**config.mk**
```make
export PLATFORM = sky130hd
export DESIGN_NAME = crf_formatter
export DESIGN_NICKNAME = d
export VERILOG_FILES = /design/src/inc/crf_pkg.sv /design/src/hw/crf_formatter.sv
export SDC_FILE = /design/constraint.sdc
export NUM_CORES = 1
export LEC_CHECK = 0
export ABC_AREA = 1
export BUFFER_PORTS_ARGS = -buffer_cell sky130_fd_sc_hd__buf_2
export CAP_MARGIN = 20
export CORE_MARGIN = 4
export CORE_UTILIZATION = 50
export DETAILED_ROUTE_END_ITERATION = 10
export MAX_ROUTING_LAYER = met4
export PLACE_DENSITY = 0.66
export SLEW_MARGIN = 20
export SYNTH_ARGS = -nofsm -noshare
export SYNTH_HDL_FRONTEND = slang
export SYNTH_SLANG_ARGS = --single-unit
```
**constraint.sdc**
```tcl
create_clock -name i_clk -period 8.4 [get_ports i_clk]
set_input_delay 0.84 -clock i_clk [delete_from_list [all_inputs] [get_ports i_clk]]
set_output_delay 0.84 -clock i_clk [all_outputs]
set_load 0.005 [all_outputs]
```
**src/inc/crf_pkg.sv**
```systemverilog
// Constants, field layout and state codes of the capture record formatter
package crf_pkg;
	// Register byte addresses
	localparam logic [7:0] ADDR_CTRL = 8'h00;
	localparam logic [7:0] ADDR_SECONDS = 8'h04;
	localparam logic [7:0] ADDR_STATUS = 8'h08;
	localparam logic [7:0] ADDR_FRACTION = 8'h0C;
	// Control fields
	localparam int CTRL_IFACE_LSB = 0;
	localparam int CTRL_VARY_BIT = 2;
	localparam int CTRL_MODE_LSB = 3;
	localparam int CTRL_MASTER_BIT = 5;
	localparam int CTRL_ENABLE_BIT = 6;
	localparam logic [7:0] CTRL_RESET = 8'h40;
	localparam logic [1:0] MODE_CELL = 2'h0;
	localparam logic [1:0] MODE_LAN = 2'h1;
	localparam logic [1:0] MODE_FRAMED = 2'h2;
	// Status fields
	localparam int STAT_LOCK_BIT = 0;
	localparam int STAT_B_BIT = 1;
	localparam int STAT_LOSS_LSB = 16;
	// Record kinds
	localparam logic [7:0] kind_legacy = 8'h00;
	localparam logic [7:0] kind_framed = 8'h01;
	localparam logic [7:0] kind_lan_frame = 8'h02;
	localparam logic [7:0] kind_cell = 8'h03;
	localparam logic [7:0] kind_reassembled_frame = 8'h04;
	localparam logic [7:0] kind_multichan_framed = 8'h05;
	localparam logic [7:0] kind_multichan_raw = 8'h06;
	localparam logic [7:0] kind_multichan_cell = 8'h07;
	// Flag bit positions
	localparam int FLG_VARY = 2;
	localparam int FLG_TRUNC = 3;
	localparam int FLG_RX_ERR = 4;
	localparam int FLG_INT_ERR = 5;
	// Record geometry
	localparam logic [7:0] HDR_BYTES = 8'h10;
	localparam logic [7:0] TS_BYTES = 8'h08;
	localparam int CELL_BYTES = 52;
	localparam logic [15:0] LOSS_MAX = 16'hFFFF;
	// Timestamp fraction: active bits and always-zero low bits
	localparam int FRAC_ACT = 23;
	localparam int FRAC_ZERO = 9;
	// Timing
	localparam int CLK_HZ = 10_000_000;
	localparam int OUT_PULSE_NS = 10_000;
	localparam int OUT_PULSE_CYC = OUT_PULSE_NS / (1_000_000_000 / CLK_HZ);
	localparam int SYNC_TOL_CYC = 1000;
	typedef enum logic [1:0] {
		ST_IDLE = 2'h0,
		ST_CAP = 2'h1,
		ST_EMIT = 2'h3
	} crf_st_t;
endpackage

```
**src/hw/crf_formatter.sv**
```systemverilog
// Capture record formatter: timestamp clock, record builder and APB slave
module crf_formatter #(
	parameter int P_SECOND_CYC = crf_pkg::CLK_HZ,
	parameter int P_BUF_BYTES = crf_pkg::CELL_BYTES
) (
	input wire logic i_clk,
	input wire logic i_resetn,
	input wire logic i_psel,
	input wire logic i_penable,
	input wire logic i_pwrite,
	input wire logic [7:0] i_paddr,
	input wire logic [31:0] i_pwdata,
	output logic [31:0] o_prdata,
	output logic o_pready,
	output logic o_pslverr,
	input wire logic i_rx_valid,
	input wire logic [7:0] i_rx_data,
	input wire logic i_rx_last,
	input wire logic i_rx_err,
	input wire logic i_rx_int_err,
	output logic o_rec_valid,
	output logic [7:0] o_rec_data,
	output logic o_rec_last,
	input wire logic i_rec_ready,
	input wire logic i_second_pulse_a,
	input wire logic i_time_serial_b,
	output logic o_sync_out_a,
	output logic o_sync_out_b
);
	typedef struct packed {
		crf_pkg::crf_st_t state;
		logic [7:0] ctrl;
		logic [31:0] sec;
		logic [crf_pkg::FRAC_ACT-1:0] frac;
		logic [24:0] acc;
		logic a_m;
		logic a_s;
		logic a_d;
		logic b_m;
		logic b_s;
		logic [24:0] per;
		logic locked;
		logic [7:0] pulse_cnt;
		logic pout;
		logic in_pkt;
		logic dropping;
		logic [15:0] loss;
		logic [15:0] loss_rec;
		logic [63:0] ts;
		logic [P_BUF_BYTES-1:0][7:0] buf_b;
		logic [7:0] n;
		logic [15:0] wlen;
		logic [7:0] flg;
		logic [7:0] kind;
		logic pad;
		logic [7:0] idx;
		logic [7:0] rlen;
		logic ovalid;
		logic [7:0] odata;
		logic olast;
		logic [31:0] prdata;
		logic pslverr;
	} crf_state_t;

	localparam logic [24:0] PERIOD = 25'(P_SECOND_CYC);
	// Fraction steps per cycle, split into a whole part and a remainder.
	// A short simulated second gives a large whole part, the real clock
	// gives none; both add exactly one second over P_SECOND_CYC cycles.
	localparam logic [23:0] FRAC_Q =
		24'((1 << crf_pkg::FRAC_ACT) / P_SECOND_CYC);
	localparam logic [24:0] FRAC_R =
		25'((1 << crf_pkg::FRAC_ACT) % P_SECOND_CYC);
	localparam int FRAC_TOP = crf_pkg::FRAC_ACT - 1;
	localparam logic [24:0] WIN_LO = 25'(P_SECOND_CYC - crf_pkg::SYNC_TOL_CYC);
	localparam logic [24:0] WIN_HI = 25'(P_SECOND_CYC + crf_pkg::SYNC_TOL_CYC);
	localparam logic [7:0] BUF_N = 8'(P_BUF_BYTES);
	localparam logic [7:0] PULSE_N = 8'(crf_pkg::OUT_PULSE_CYC);

	crf_state_t s_r;
	crf_state_t s_nxt;

	// One record byte by index; header is fixed, body follows
	function automatic logic [7:0] crf_byte(input crf_state_t s,
		input logic [7:0] i);
		logic [7:0] bi;
		logic [7:0] b;
		bi = i - crf_pkg::HDR_BYTES - {7'h00, s.pad};
		b = 8'h00;
		if (i < crf_pkg::TS_BYTES)
			b = s.ts[{i[2:0], 3'h0} +: 8]; // Low byte first
		else if (i == 8'h08)
			b = s.kind;
		else if (i == 8'h09)
			b = s.flg;
		else if (i == 8'h0A)
			b = 8'h00; // Length fits in low byte, high byte first
		else if (i == 8'h0B)
			b = s.rlen;
		else if (i == 8'h0C)
			b = s.loss_rec[15:8];
		else if (i == 8'h0D)
			b = s.loss_rec[7:0];
		else if (i == 8'h0E)
			b = s.wlen[15:8];
		else if (i == 8'h0F)
			b = s.wlen[7:0];
		else if (s.pad && i == crf_pkg::HDR_BYTES)
			b = 8'h00; // Alignment pad ahead of a LAN frame
		else if (bi < BUF_N)
			b = s.buf_b[bi]; // Body in arrival order
		return b;
	endfunction

	always_comb
	begin
		logic [24:0] step;
		logic carry;
		logic wrap;
		logic edge_a;
		logic first;
		logic take;
		logic [7:0] nn;
		s_nxt = s_r;
		step = 25'h0000000;
		carry = 1'b0;
		edge_a = 1'b0;
		wrap = 1'b0;
		first = 1'b0;
		take = 1'b0;
		nn = 8'h00;

		// Pin inputs pass two flops; a_d only remembers the synced level
		s_nxt.a_m = i_second_pulse_a;
		s_nxt.a_s = s_r.a_m;
		s_nxt.a_d = s_r.a_s;
		s_nxt.b_m = i_time_serial_b;
		s_nxt.b_s = s_r.b_m;
		edge_a = s_r.a_s & ~s_r.a_d;

		// Phase accumulator: the whole quotient goes in every cycle and the
		// remainder adds one extra step when it overflows; one carry per
		// cycle alone would run slow whenever the clock is below 2^23 Hz
		step = s_r.acc + FRAC_R;
		if (step >= PERIOD)
		begin
			s_nxt.acc = step - PERIOD;
			carry = 1'b1;
		end
		else
			s_nxt.acc = step;
		{wrap, s_nxt.frac} = {1'b0, s_r.frac} + FRAC_Q +
			{23'h000000, carry};
		if (wrap)
			s_nxt.sec = s_r.sec + 32'h00000001;

		// Pulse interval check; an in-window pulse snaps to the second.
		// A pulse outside the window only restarts the interval count, so it never drags the clock;
		// an in-window pulse snaps it, and the lock drops only after a silence past the window.
		if (s_r.per != 25'h1FFFFFF)
			s_nxt.per = s_r.per + 25'h0000001;
		if (edge_a)
		begin
			s_nxt.per = 25'h0000000;
			if (s_r.per >= WIN_LO && s_r.per <= WIN_HI)
			begin
				// Lock without software help; round to the nearest second
				s_nxt.locked = 1'b1;
				s_nxt.sec = s_r.sec + {31'h00000000, s_r.frac[FRAC_TOP]};
				s_nxt.frac = '0;
				s_nxt.acc = 25'h0000000;
				wrap = 1'b0;
			end
		end
		else if (s_r.per > WIN_HI)
			s_nxt.locked = 1'b0;

		// Master output pulse at each fraction roll-over; a snap to an in-window pulse gives none
		if (s_r.pulse_cnt != 8'h00)
			s_nxt.pulse_cnt = s_r.pulse_cnt - 8'h01;
		if (wrap && s_r.ctrl[crf_pkg::CTRL_MASTER_BIT])
			s_nxt.pulse_cnt = PULSE_N;
		s_nxt.pout = s_r.ctrl[crf_pkg::CTRL_MASTER_BIT] &&
			s_nxt.pulse_cnt != 8'h00;

		// APB write at the access phase; seconds load restarts the fraction
		if (i_psel && i_penable && i_pwrite)
		begin
			if (i_paddr == crf_pkg::ADDR_CTRL)
				s_nxt.ctrl = {1'b0, i_pwdata[6:0]};
			else if (i_paddr == crf_pkg::ADDR_SECONDS)
			begin
				s_nxt.sec = i_pwdata; // Host supplies UTC seconds
				s_nxt.frac = '0;
				s_nxt.acc = 25'h0000000;
			end
		end

		// APB read data prepared in the setup phase, unmapped flags error
		if (i_psel && !i_penable)
		begin
			s_nxt.pslverr = 1'b0;
			s_nxt.prdata = 32'h00000000;
			if (i_paddr == crf_pkg::ADDR_CTRL)
				s_nxt.prdata = {24'h000000, s_r.ctrl};
			else if (i_paddr == crf_pkg::ADDR_SECONDS)
				s_nxt.prdata = s_r.sec;
			else if (i_paddr == crf_pkg::ADDR_STATUS)
			begin
				s_nxt.prdata[crf_pkg::STAT_LOCK_BIT] = s_r.locked;
				s_nxt.prdata[crf_pkg::STAT_B_BIT] = s_r.b_s;
				s_nxt.prdata[crf_pkg::STAT_LOSS_LSB +: 16] = s_r.loss;
			end
			else if (i_paddr == crf_pkg::ADDR_FRACTION)
				s_nxt.prdata = {s_r.frac, {crf_pkg::FRAC_ZERO{1'b0}}};
			else
				s_nxt.pslverr = 1'b1;
		end

		// Packet boundary tracking, also for packets that are dropped
		if (i_rx_valid)
		begin
			first = !s_r.in_pkt;
			s_nxt.in_pkt = !i_rx_last;
		end

		// First byte: start a record if idle and enabled, else count a loss
		if (first)
		begin
			if (s_r.state == crf_pkg::ST_IDLE &&
				s_r.ctrl[crf_pkg::CTRL_ENABLE_BIT])
			begin
				take = 1'b1;
				s_nxt.dropping = 1'b0;
				s_nxt.state = crf_pkg::ST_CAP;
				// One timestamp per record, taken on arrival
				s_nxt.ts = {s_r.sec, s_r.frac,
					{crf_pkg::FRAC_ZERO{1'b0}}};
				s_nxt.loss_rec = s_r.loss;
				s_nxt.loss = 16'h0000;
				s_nxt.n = 8'h00;
				s_nxt.wlen = 16'h0000;
				s_nxt.flg = 8'h00; // Reserved bits stay zero
				s_nxt.flg[1:0] = s_r.ctrl[crf_pkg::CTRL_IFACE_LSB +: 2];
				s_nxt.flg[crf_pkg::FLG_VARY] =
					s_r.ctrl[crf_pkg::CTRL_VARY_BIT];
				s_nxt.pad = 1'b0;
				unique case (s_r.ctrl[crf_pkg::CTRL_MODE_LSB +: 2])
					crf_pkg::MODE_LAN:
					begin
						s_nxt.kind = crf_pkg::kind_lan_frame;
						s_nxt.pad = 1'b1;
					end
					crf_pkg::MODE_FRAMED:
						s_nxt.kind = crf_pkg::kind_framed;
					default:
						s_nxt.kind = crf_pkg::kind_cell;
				endcase
			end
			else
			begin
				s_nxt.dropping = 1'b1;
				if (s_r.loss != crf_pkg::LOSS_MAX)
					s_nxt.loss = s_r.loss + 16'h0001;
			end
		end

		// Store bytes; overflow beyond the buffer marks truncation.
		// A long cell keeps its first stored bytes, so the cell-size check
		// below only marks cells that ended short of the full size.
		if (i_rx_valid && (take || (s_r.state == crf_pkg::ST_CAP &&
			!s_r.dropping)))
		begin
			nn = s_nxt.n;
			if (s_nxt.wlen != 16'hFFFF)
				s_nxt.wlen = s_nxt.wlen + 16'h0001; // Every wire byte
			if (nn < BUF_N)
			begin
				s_nxt.buf_b[nn] = i_rx_data;
				nn = nn + 8'h01;
			end
			else
				s_nxt.flg[crf_pkg::FLG_TRUNC] = 1'b1;
			s_nxt.n = nn;
			if (i_rx_err)
				s_nxt.flg[crf_pkg::FLG_RX_ERR] = 1'b1;
			if (i_rx_int_err)
				s_nxt.flg[crf_pkg::FLG_INT_ERR] = 1'b1; // internal_fault_flag
			if (i_rx_last)
			begin
				// A cell must be header plus payload, exactly
				if (s_nxt.kind == crf_pkg::kind_cell &&
					nn != 8'(crf_pkg::CELL_BYTES))
					s_nxt.flg[crf_pkg::FLG_INT_ERR] = 1'b1;
				// Total bytes handed to the host
				s_nxt.rlen = crf_pkg::HDR_BYTES + {7'h00, s_nxt.pad} + nn;
				s_nxt.state = crf_pkg::ST_EMIT;
				s_nxt.idx = 8'h00;
				s_nxt.ovalid = 1'b1;
				s_nxt.olast = 1'b0;
				s_nxt.odata = crf_byte(s_nxt, 8'h00);
			end
		end

		// Emit bytes under back-pressure; the skip-offset field is absent
		if (s_r.state == crf_pkg::ST_EMIT && i_rec_ready)
		begin
			if (s_r.olast)
			begin
				s_nxt.state = crf_pkg::ST_IDLE;
				s_nxt.ovalid = 1'b0;
				s_nxt.olast = 1'b0;
			end
			else
			begin
				s_nxt.idx = s_r.idx + 8'h01;
				s_nxt.odata = crf_byte(s_r, s_r.idx + 8'h01);
				s_nxt.olast = (s_r.idx + 8'h02) == s_r.rlen;
			end
		end
	end

	// Single state register; reset gives idle, clock at zero
	always_ff @(posedge i_clk or negedge i_resetn)
	begin
		if (!i_resetn)
		begin
			s_r <= '0;
			s_r.state <= crf_pkg::ST_IDLE;
			s_r.ctrl <= crf_pkg::CTRL_RESET;
		end
		else
			s_r <= s_nxt;
	end

	// Zero-wait slave: answer in the first access cycle
	assign o_pready = 1'b1;
	assign o_prdata = s_r.prdata;
	assign o_pslverr = s_r.pslverr & i_psel & i_penable;
	assign o_rec_valid = s_r.ovalid;
	assign o_rec_data = s_r.odata;
	assign o_rec_last = s_r.olast;
	assign o_sync_out_a = s_r.pout;
	// Serial time packet output is not generated
	assign o_sync_out_b = 1'b0;
endmodule

```
==> qor.yml, run 1 <==
outcome:
  status: "finished clean"
clocking:
  post_cts_buffers: 0
  hold_buffers: 0
  cts_sinks: 740
  clkTransAtPathRegs_ns: 0.06
  clk_latency_ns: 0.64
  cts_resized: 0
  htreeDepth: 3
  clockRootBuffer: "clkbuf_16"
  numCtsBuffers: 81
  cts_tree: "yes"
  cts_buffer_depth: 3
worst_setup_path:
  cp.required_ns: 8.96
  criticalPathCategory: "flop to flop"
  crit_path_top_delay_cell: "clkinv_2"
  cp-end-kind: "flop"
  worstPathMaxFanout: 53
  crit_path_frequent_cell: "nand2_1"
  cp-start-kind: "flop"
  slowest_delay_ns: 0.94
  arrival_ns: 6.87
floorplan:
  dieWidth_um: 285
  rows: 101
  initial_core_util: 0.504
  dieHeight_um: 285
  core_mm2: 0.0758
  io-pin-count: 106
  die-area_mm2: 0.0810
timing:
  finalMaxSlewViolations: 0
  tightest_slew_ns: 1.14
  max_freq_ghz: 0.158
  maxSlewHeadroom: 0.236
  fin_skew_ns: 0.0229
  fin_crit_sh: 0.752
  fin_hold_ws_ns: 0.272
  hold_viol_final: 0
  report.final.setup_viol: 0
  period_minus_slack_ns: 6.31
  fin_setup_tns_ns: 0
  grt_setup_unrepaired: "no"
min_path:
  hold_path.class: "primary input to asynchronous set/reset pin"
route:
  via_per_inst: 5.58
  via_count: 33800
  drtIter0Drc: 3160
  ant_nets: 0
  dr.pass1.iters: 9
  drc_errors: 0
  routed_wl_mm: 114
  wl_per_cell_um: 18.8
finish:
  seq_area_mm2: 0.0185
  layout.nets: 5104
  final_common_cell: "nand2_1"
  syn_to_final_growth_pct: 9.12
  diodes: 0
  multi_input_area_mm2: 0.0169
  drive_gt1_frac: 0.0642
  mostFrequentLayoutCells: "nand2_1, dfrtp_1, o21ai_0"
  fill_cells: 7323
  final_cell_area_mm2: 0.0417
power:
  p_per_area_mw_per_mm2: 343
  power.total_uw: 14300
  ir_drop_mv: 0.559
  p_leak_uw: 0.0197
synth:
  synth_edf_count: 0
  avgSynthCellArea_um2: 7.49
  async_flop_share: 1.00
  ys_ff_latch: 740
  synthAdderAreaFrac: 0.00851
  synthFlopType: "dfrtp_1"
  synth_cells: 5104
  synth.distinct_cells: 56
  ys_seq_area_frac: 0.484
  synth.net_count: 5190
  synth-compound-area-share: 0.132
  synth_top_family_by_area: "simple AND/OR/NAND/NOR gates"
  synth_warnings: 0
  yosys.area_share.simple: 0.274
  synthesis.area_mm2: 0.0382
  synth_xor_area_frac: 0.0227
  synthMuxAreaShare: 0.00295
placed_design:
  dpl-instance-area_mm2: 0.0390
  io_buffers: 103
  routabilityCongestion: 0.959
  hpwl_mm: 74.3
global_route:
  gr-usage-met3: 0.0473
  groute.layer.met1.usage: 0.395
  grt.met2_usage: 0.430
  grt_max_degree: 135
  grt-busiest-layer: "met2"
  antenna_found_initial: 0
  grt_util_all_layers: 0.286
  grt_pass1_wl_mm: 180
  globalRoute.totalOverflow: 0
  grt_pass1_vias: 31800
job:
  maxCapViolCount: 0
cell type report:
cell class,count,area share
inverter,409,0.0370
multi-input combinational,3645,0.405
clock buffer,106,0.0530
sequential,740,0.444
timing repair buffer,141,0.0200
clock inverter,37,0.0122
tap,978,0.0293
where the power goes:
part	internal (uW)	switching [uW]	leakage [uW]
Clock	2170	1530	0.00132
Combinational	1810	4890	0.00851
Sequential	3740	173	0.00990
critical path, delay by kind of cell (launching register included):
kind / cells / cell delay, ns
AOI/OAI and AO/OA: 3 / 0.32
DFF: 1 / 0.37
and+or+nand+nor: 16 / 1.38
buffers and inverters: 4 / 2.38
adders and majority gates: 2 / 1.70
logic make-up after synthesis:
family	after synthesis
simple gates	2547
flops	740
buf+inv	719
mux	11
xor+xnor	99
fa+ha+maj	26
other cells	2
compound gates	960
per-layer routing:
metal,vias up,wire length (um)
li1,16300,-
met2,1172,51000
met1,16100,50300
met3,221,8030
met4,0,4240
met5,-,0
Yosys cell counts (all sizes together) (3+ instances only):
library cell	number	area, um2
nand2	1718	6510
o21ai	740	3740
dfrtp	739	18500
inv	405	1520
nand3	347	1760
nor2	326	1250
clkbuf	240	901
a21oi	118	591
xor2	87	762
nor3	75	385
buf	70	445
nand4	37	238
o22ai	33	206
ha	26	325
nor4	26	190
o211ai	14	105
a31oi	12	75.1
xnor2	12	105
o221ai	10	87.6
a211oi	9	67.6
mux2i	9	90.1
o21a	9	67.6
nor3b	7	52.6
a221oi	5	43.8
clkinv	4	15.0
and3	3	18.8
o31ai	3	22.5
or2	3	18.8
registers in the layout, indices dropped and copies added (netlist names):
name / count
o_rec_last: 1
o_prdata: 32
s_nxt: 3
o_rec_valid: 1
o_rec_data: 8
s_r: 694
o_sync_out_a: 1
through the flow:
step / util / std cells / worst slack [ns]
floorplan: - / 5104 / 4.26
global placement: 0.514 / 5912 / 2.34
detailed placement: 0.514 / 5913 / 2.16
CTS: 0.550 / 6056 / 2.15
global route: 0.550 / 6056 / 1.59
finish: 0.550 / 6056 / 2.09
path summary, 6_finish.rpt:
| path | start | end | slack (ns) | depth (start not counted) |
|---|---|---|---|---|
| max reg2reg | s_r[51] | o_rec_data[7] | 2.09 | 25 |
| min reg2reg | s_nxt[649] | s_r[649] | 0.35 | 0 |
| min in group i_clk | i_second_pulse_a | s_nxt[652] | 0.30 | 1 |
| max in group asynchronous | i_resetn | s_r[604] | 6.15 | 3 |
| max | s_r[51] | o_rec_data[7] | 2.09 | 25 |
| min | i_resetn | s_r[258] | 0.27 | 1 |
No activity file was read; power rests on OpenSTA's default activity.
==> run 2, diff against run 1 <==
==> constraint.sdc (replaced) <==
create_clock -name i_clk -period 6.3 [get_ports i_clk]
set_input_delay 0.63 -clock i_clk [delete_from_list [all_inputs] [get_ports i_clk]]
set_output_delay 0.63 -clock i_clk [all_outputs]
set_load 0.005 [all_outputs]
==> run 2 against run 1 <==
Critical path depth grew 5. Total power grew 34%. Hold slack lost 0.21 ns. Non-clock buffer count grew 8. Die area is the same. Sequential power grew 34%. Largest power group unchanged. Routed wire length shrank 1.5%. First-iteration DRC count grew 6.0%. Via count shrank 0.95%. Global-route usage shrank 0.45 points. Count of clock-buffer cells in the layout grew 13. Clock skew grew 0.011 ns.
==> qor.yml, run 2 (synthesis results as in run 1) <==
floorplan:
  rows: 101
  io-pin-count: 106
  core_mm2: 0.0758
  initial_core_util: 0.504
  dieWidth_um: 285
  dieHeight_um: 285
  die-area_mm2: 0.0810
timing:
  hold_viol_final: 0
  fin_crit_sh: 0.790
  finalMaxSlewViolations: 0
  grt_setup_unrepaired: "no"
  tightest_slew_ns: 1.15
  maxSlewHeadroom: 0.224
  fin_skew_ns: 0.0340
  period_minus_slack_ns: 4.98
  report.final.setup_viol: 0
  fin_setup_tns_ns: 0
  max_freq_ghz: 0.201
route:
  drc_errors: 0
  drtIter0Drc: 3351
  ant_nets: 0
  dr.pass1.iters: 6
  via_count: 33500
  via_per_inst: 5.51
  wl_per_cell_um: 18.4
  routed_wl_mm: 112
clocking:
  clkTransAtPathRegs_ns: 0.06
  hold_buffers: 0
  numCtsBuffers: 83
  clk_latency_ns: 0.65
  cts_resized: 0
  post_cts_buffers: 0
  cts_buffer_depth: 3
  clockRootBuffer: "clkbuf_16"
  cts_sinks: 740
  cts_tree: "yes"
  htreeDepth: 3
finish:
  regMostFlops: "s_r"
  mostFrequentLayoutCells: "nand2_1, dfrtp_1, o21ai_0"
  layout.nets: 5114
  final_common_cell: "nand2_1"
  syn_to_final_growth_pct: 9.62
  drive_gt1_frac: 0.0675
  final-instance-count-excl-fill: 6073
  largest_reg_flops: 694
power:
  ir_drop_mv: 0.662
  p_leak_uw: 0.0199
  p_per_area_mw_per_mm2: 456
  power.total_uw: 19100
worst_setup_path:
  crit_path_top_delay_cell: "clkinv_1"
  crit_path_frequent_cell: "nand2_1"
  worstPathMaxFanout: 49
  criticalPathCategory: "flop to flop"
  cp-end-kind: "flop"
  crit_family: "simple AND/OR/NAND/NOR gates"
  slowest_delay_ns: 0.54
  path_buf_inv: 6
  cp-start-kind: "flop"
  arrival_ns: 5.54
  cp.required_ns: 6.86
outcome:
  status: "finished clean"
global_route:
  globalRoute.totalOverflow: 0
  grt_pass1_wl_mm: 178
  grt_pass1_vias: 31700
  grt_max_degree: 155
  antenna_found_initial: 2
  grt_util_all_layers: 0.282
job:
  maxCapViolCount: 0
placed_design:
  routabilityCongestion: 0.965
  place_inst: 5920
  io_buffers: 103
  hpwl_mm: 74.6
min_path:
  hold_path.class: "primary input to asynchronous set/reset pin"
-- run 2: power breakdown --
group | switching (uW) | leakage (uW) | internal (uW)
Sequential | 230 | 0.00990 | 4990
Clock | 2040 | 0.00137 | 2910
Combinational | 6460 | 0.00858 | 2490
-- run 2: worst paths after layout --
kind                                  start             to  slack (ns)  cells after the start
min in group i_clk         i_second_pulse_a     s_nxt[652]        0.10                      1
hold reg to reg                  s_nxt[649]       s_r[649]        0.36                      0
setup / recovery                    s_r[51]  o_rec_data[7]        1.32                     30
max in group asynchronous          i_resetn    o_rec_valid        4.80                      2
setup reg to reg                    s_r[51]  o_rec_data[7]        1.32                     30
hold / removal                     i_resetn       s_r[229]        0.07                      1
-- run 2: stage by stage --
step | hold slack, ns | cell area (um2) | setup slack [ns] | util
detailed placement | 0.348 | 39100 | 1.45 | 0.516
finish | 0.0654 | 41900 | 1.32 | 0.553
global route | 0.0850 | 41900 | 0.838 | 0.553
floorplan | 0.331 | 38200 | 2.16 | -
global placement | 0.331 | 39100 | 1.54 | 0.516
CTS | 0.0727 | 41900 | 1.45 | 0.552
-- run 2: routing by layer --
metal / wire length, um / share of wire / vias up / track usage
met5: 0 / 0 / - / -
met1: 50300 / 0.45 / 15900 / 0.390
met3: 7450 / 0.067 / 227 / 0.0500
met2: 50300 / 0.45 / 1021 / 0.423
li1: - / - / 16300 / -
met4: 3810 / 0.034 / 0 / 0.0931
-- run 2: area by class of cell --
cell class,instances,area [um2]
inverters,409,1540
diodes,2,5.00
clock inverters,31,343
flip-flops and latches,740,18500
multi-input cells,3645,16900
clock buffers,119,2440
well taps,978,1220
repair buffers,149,958
fillers,7217,33900
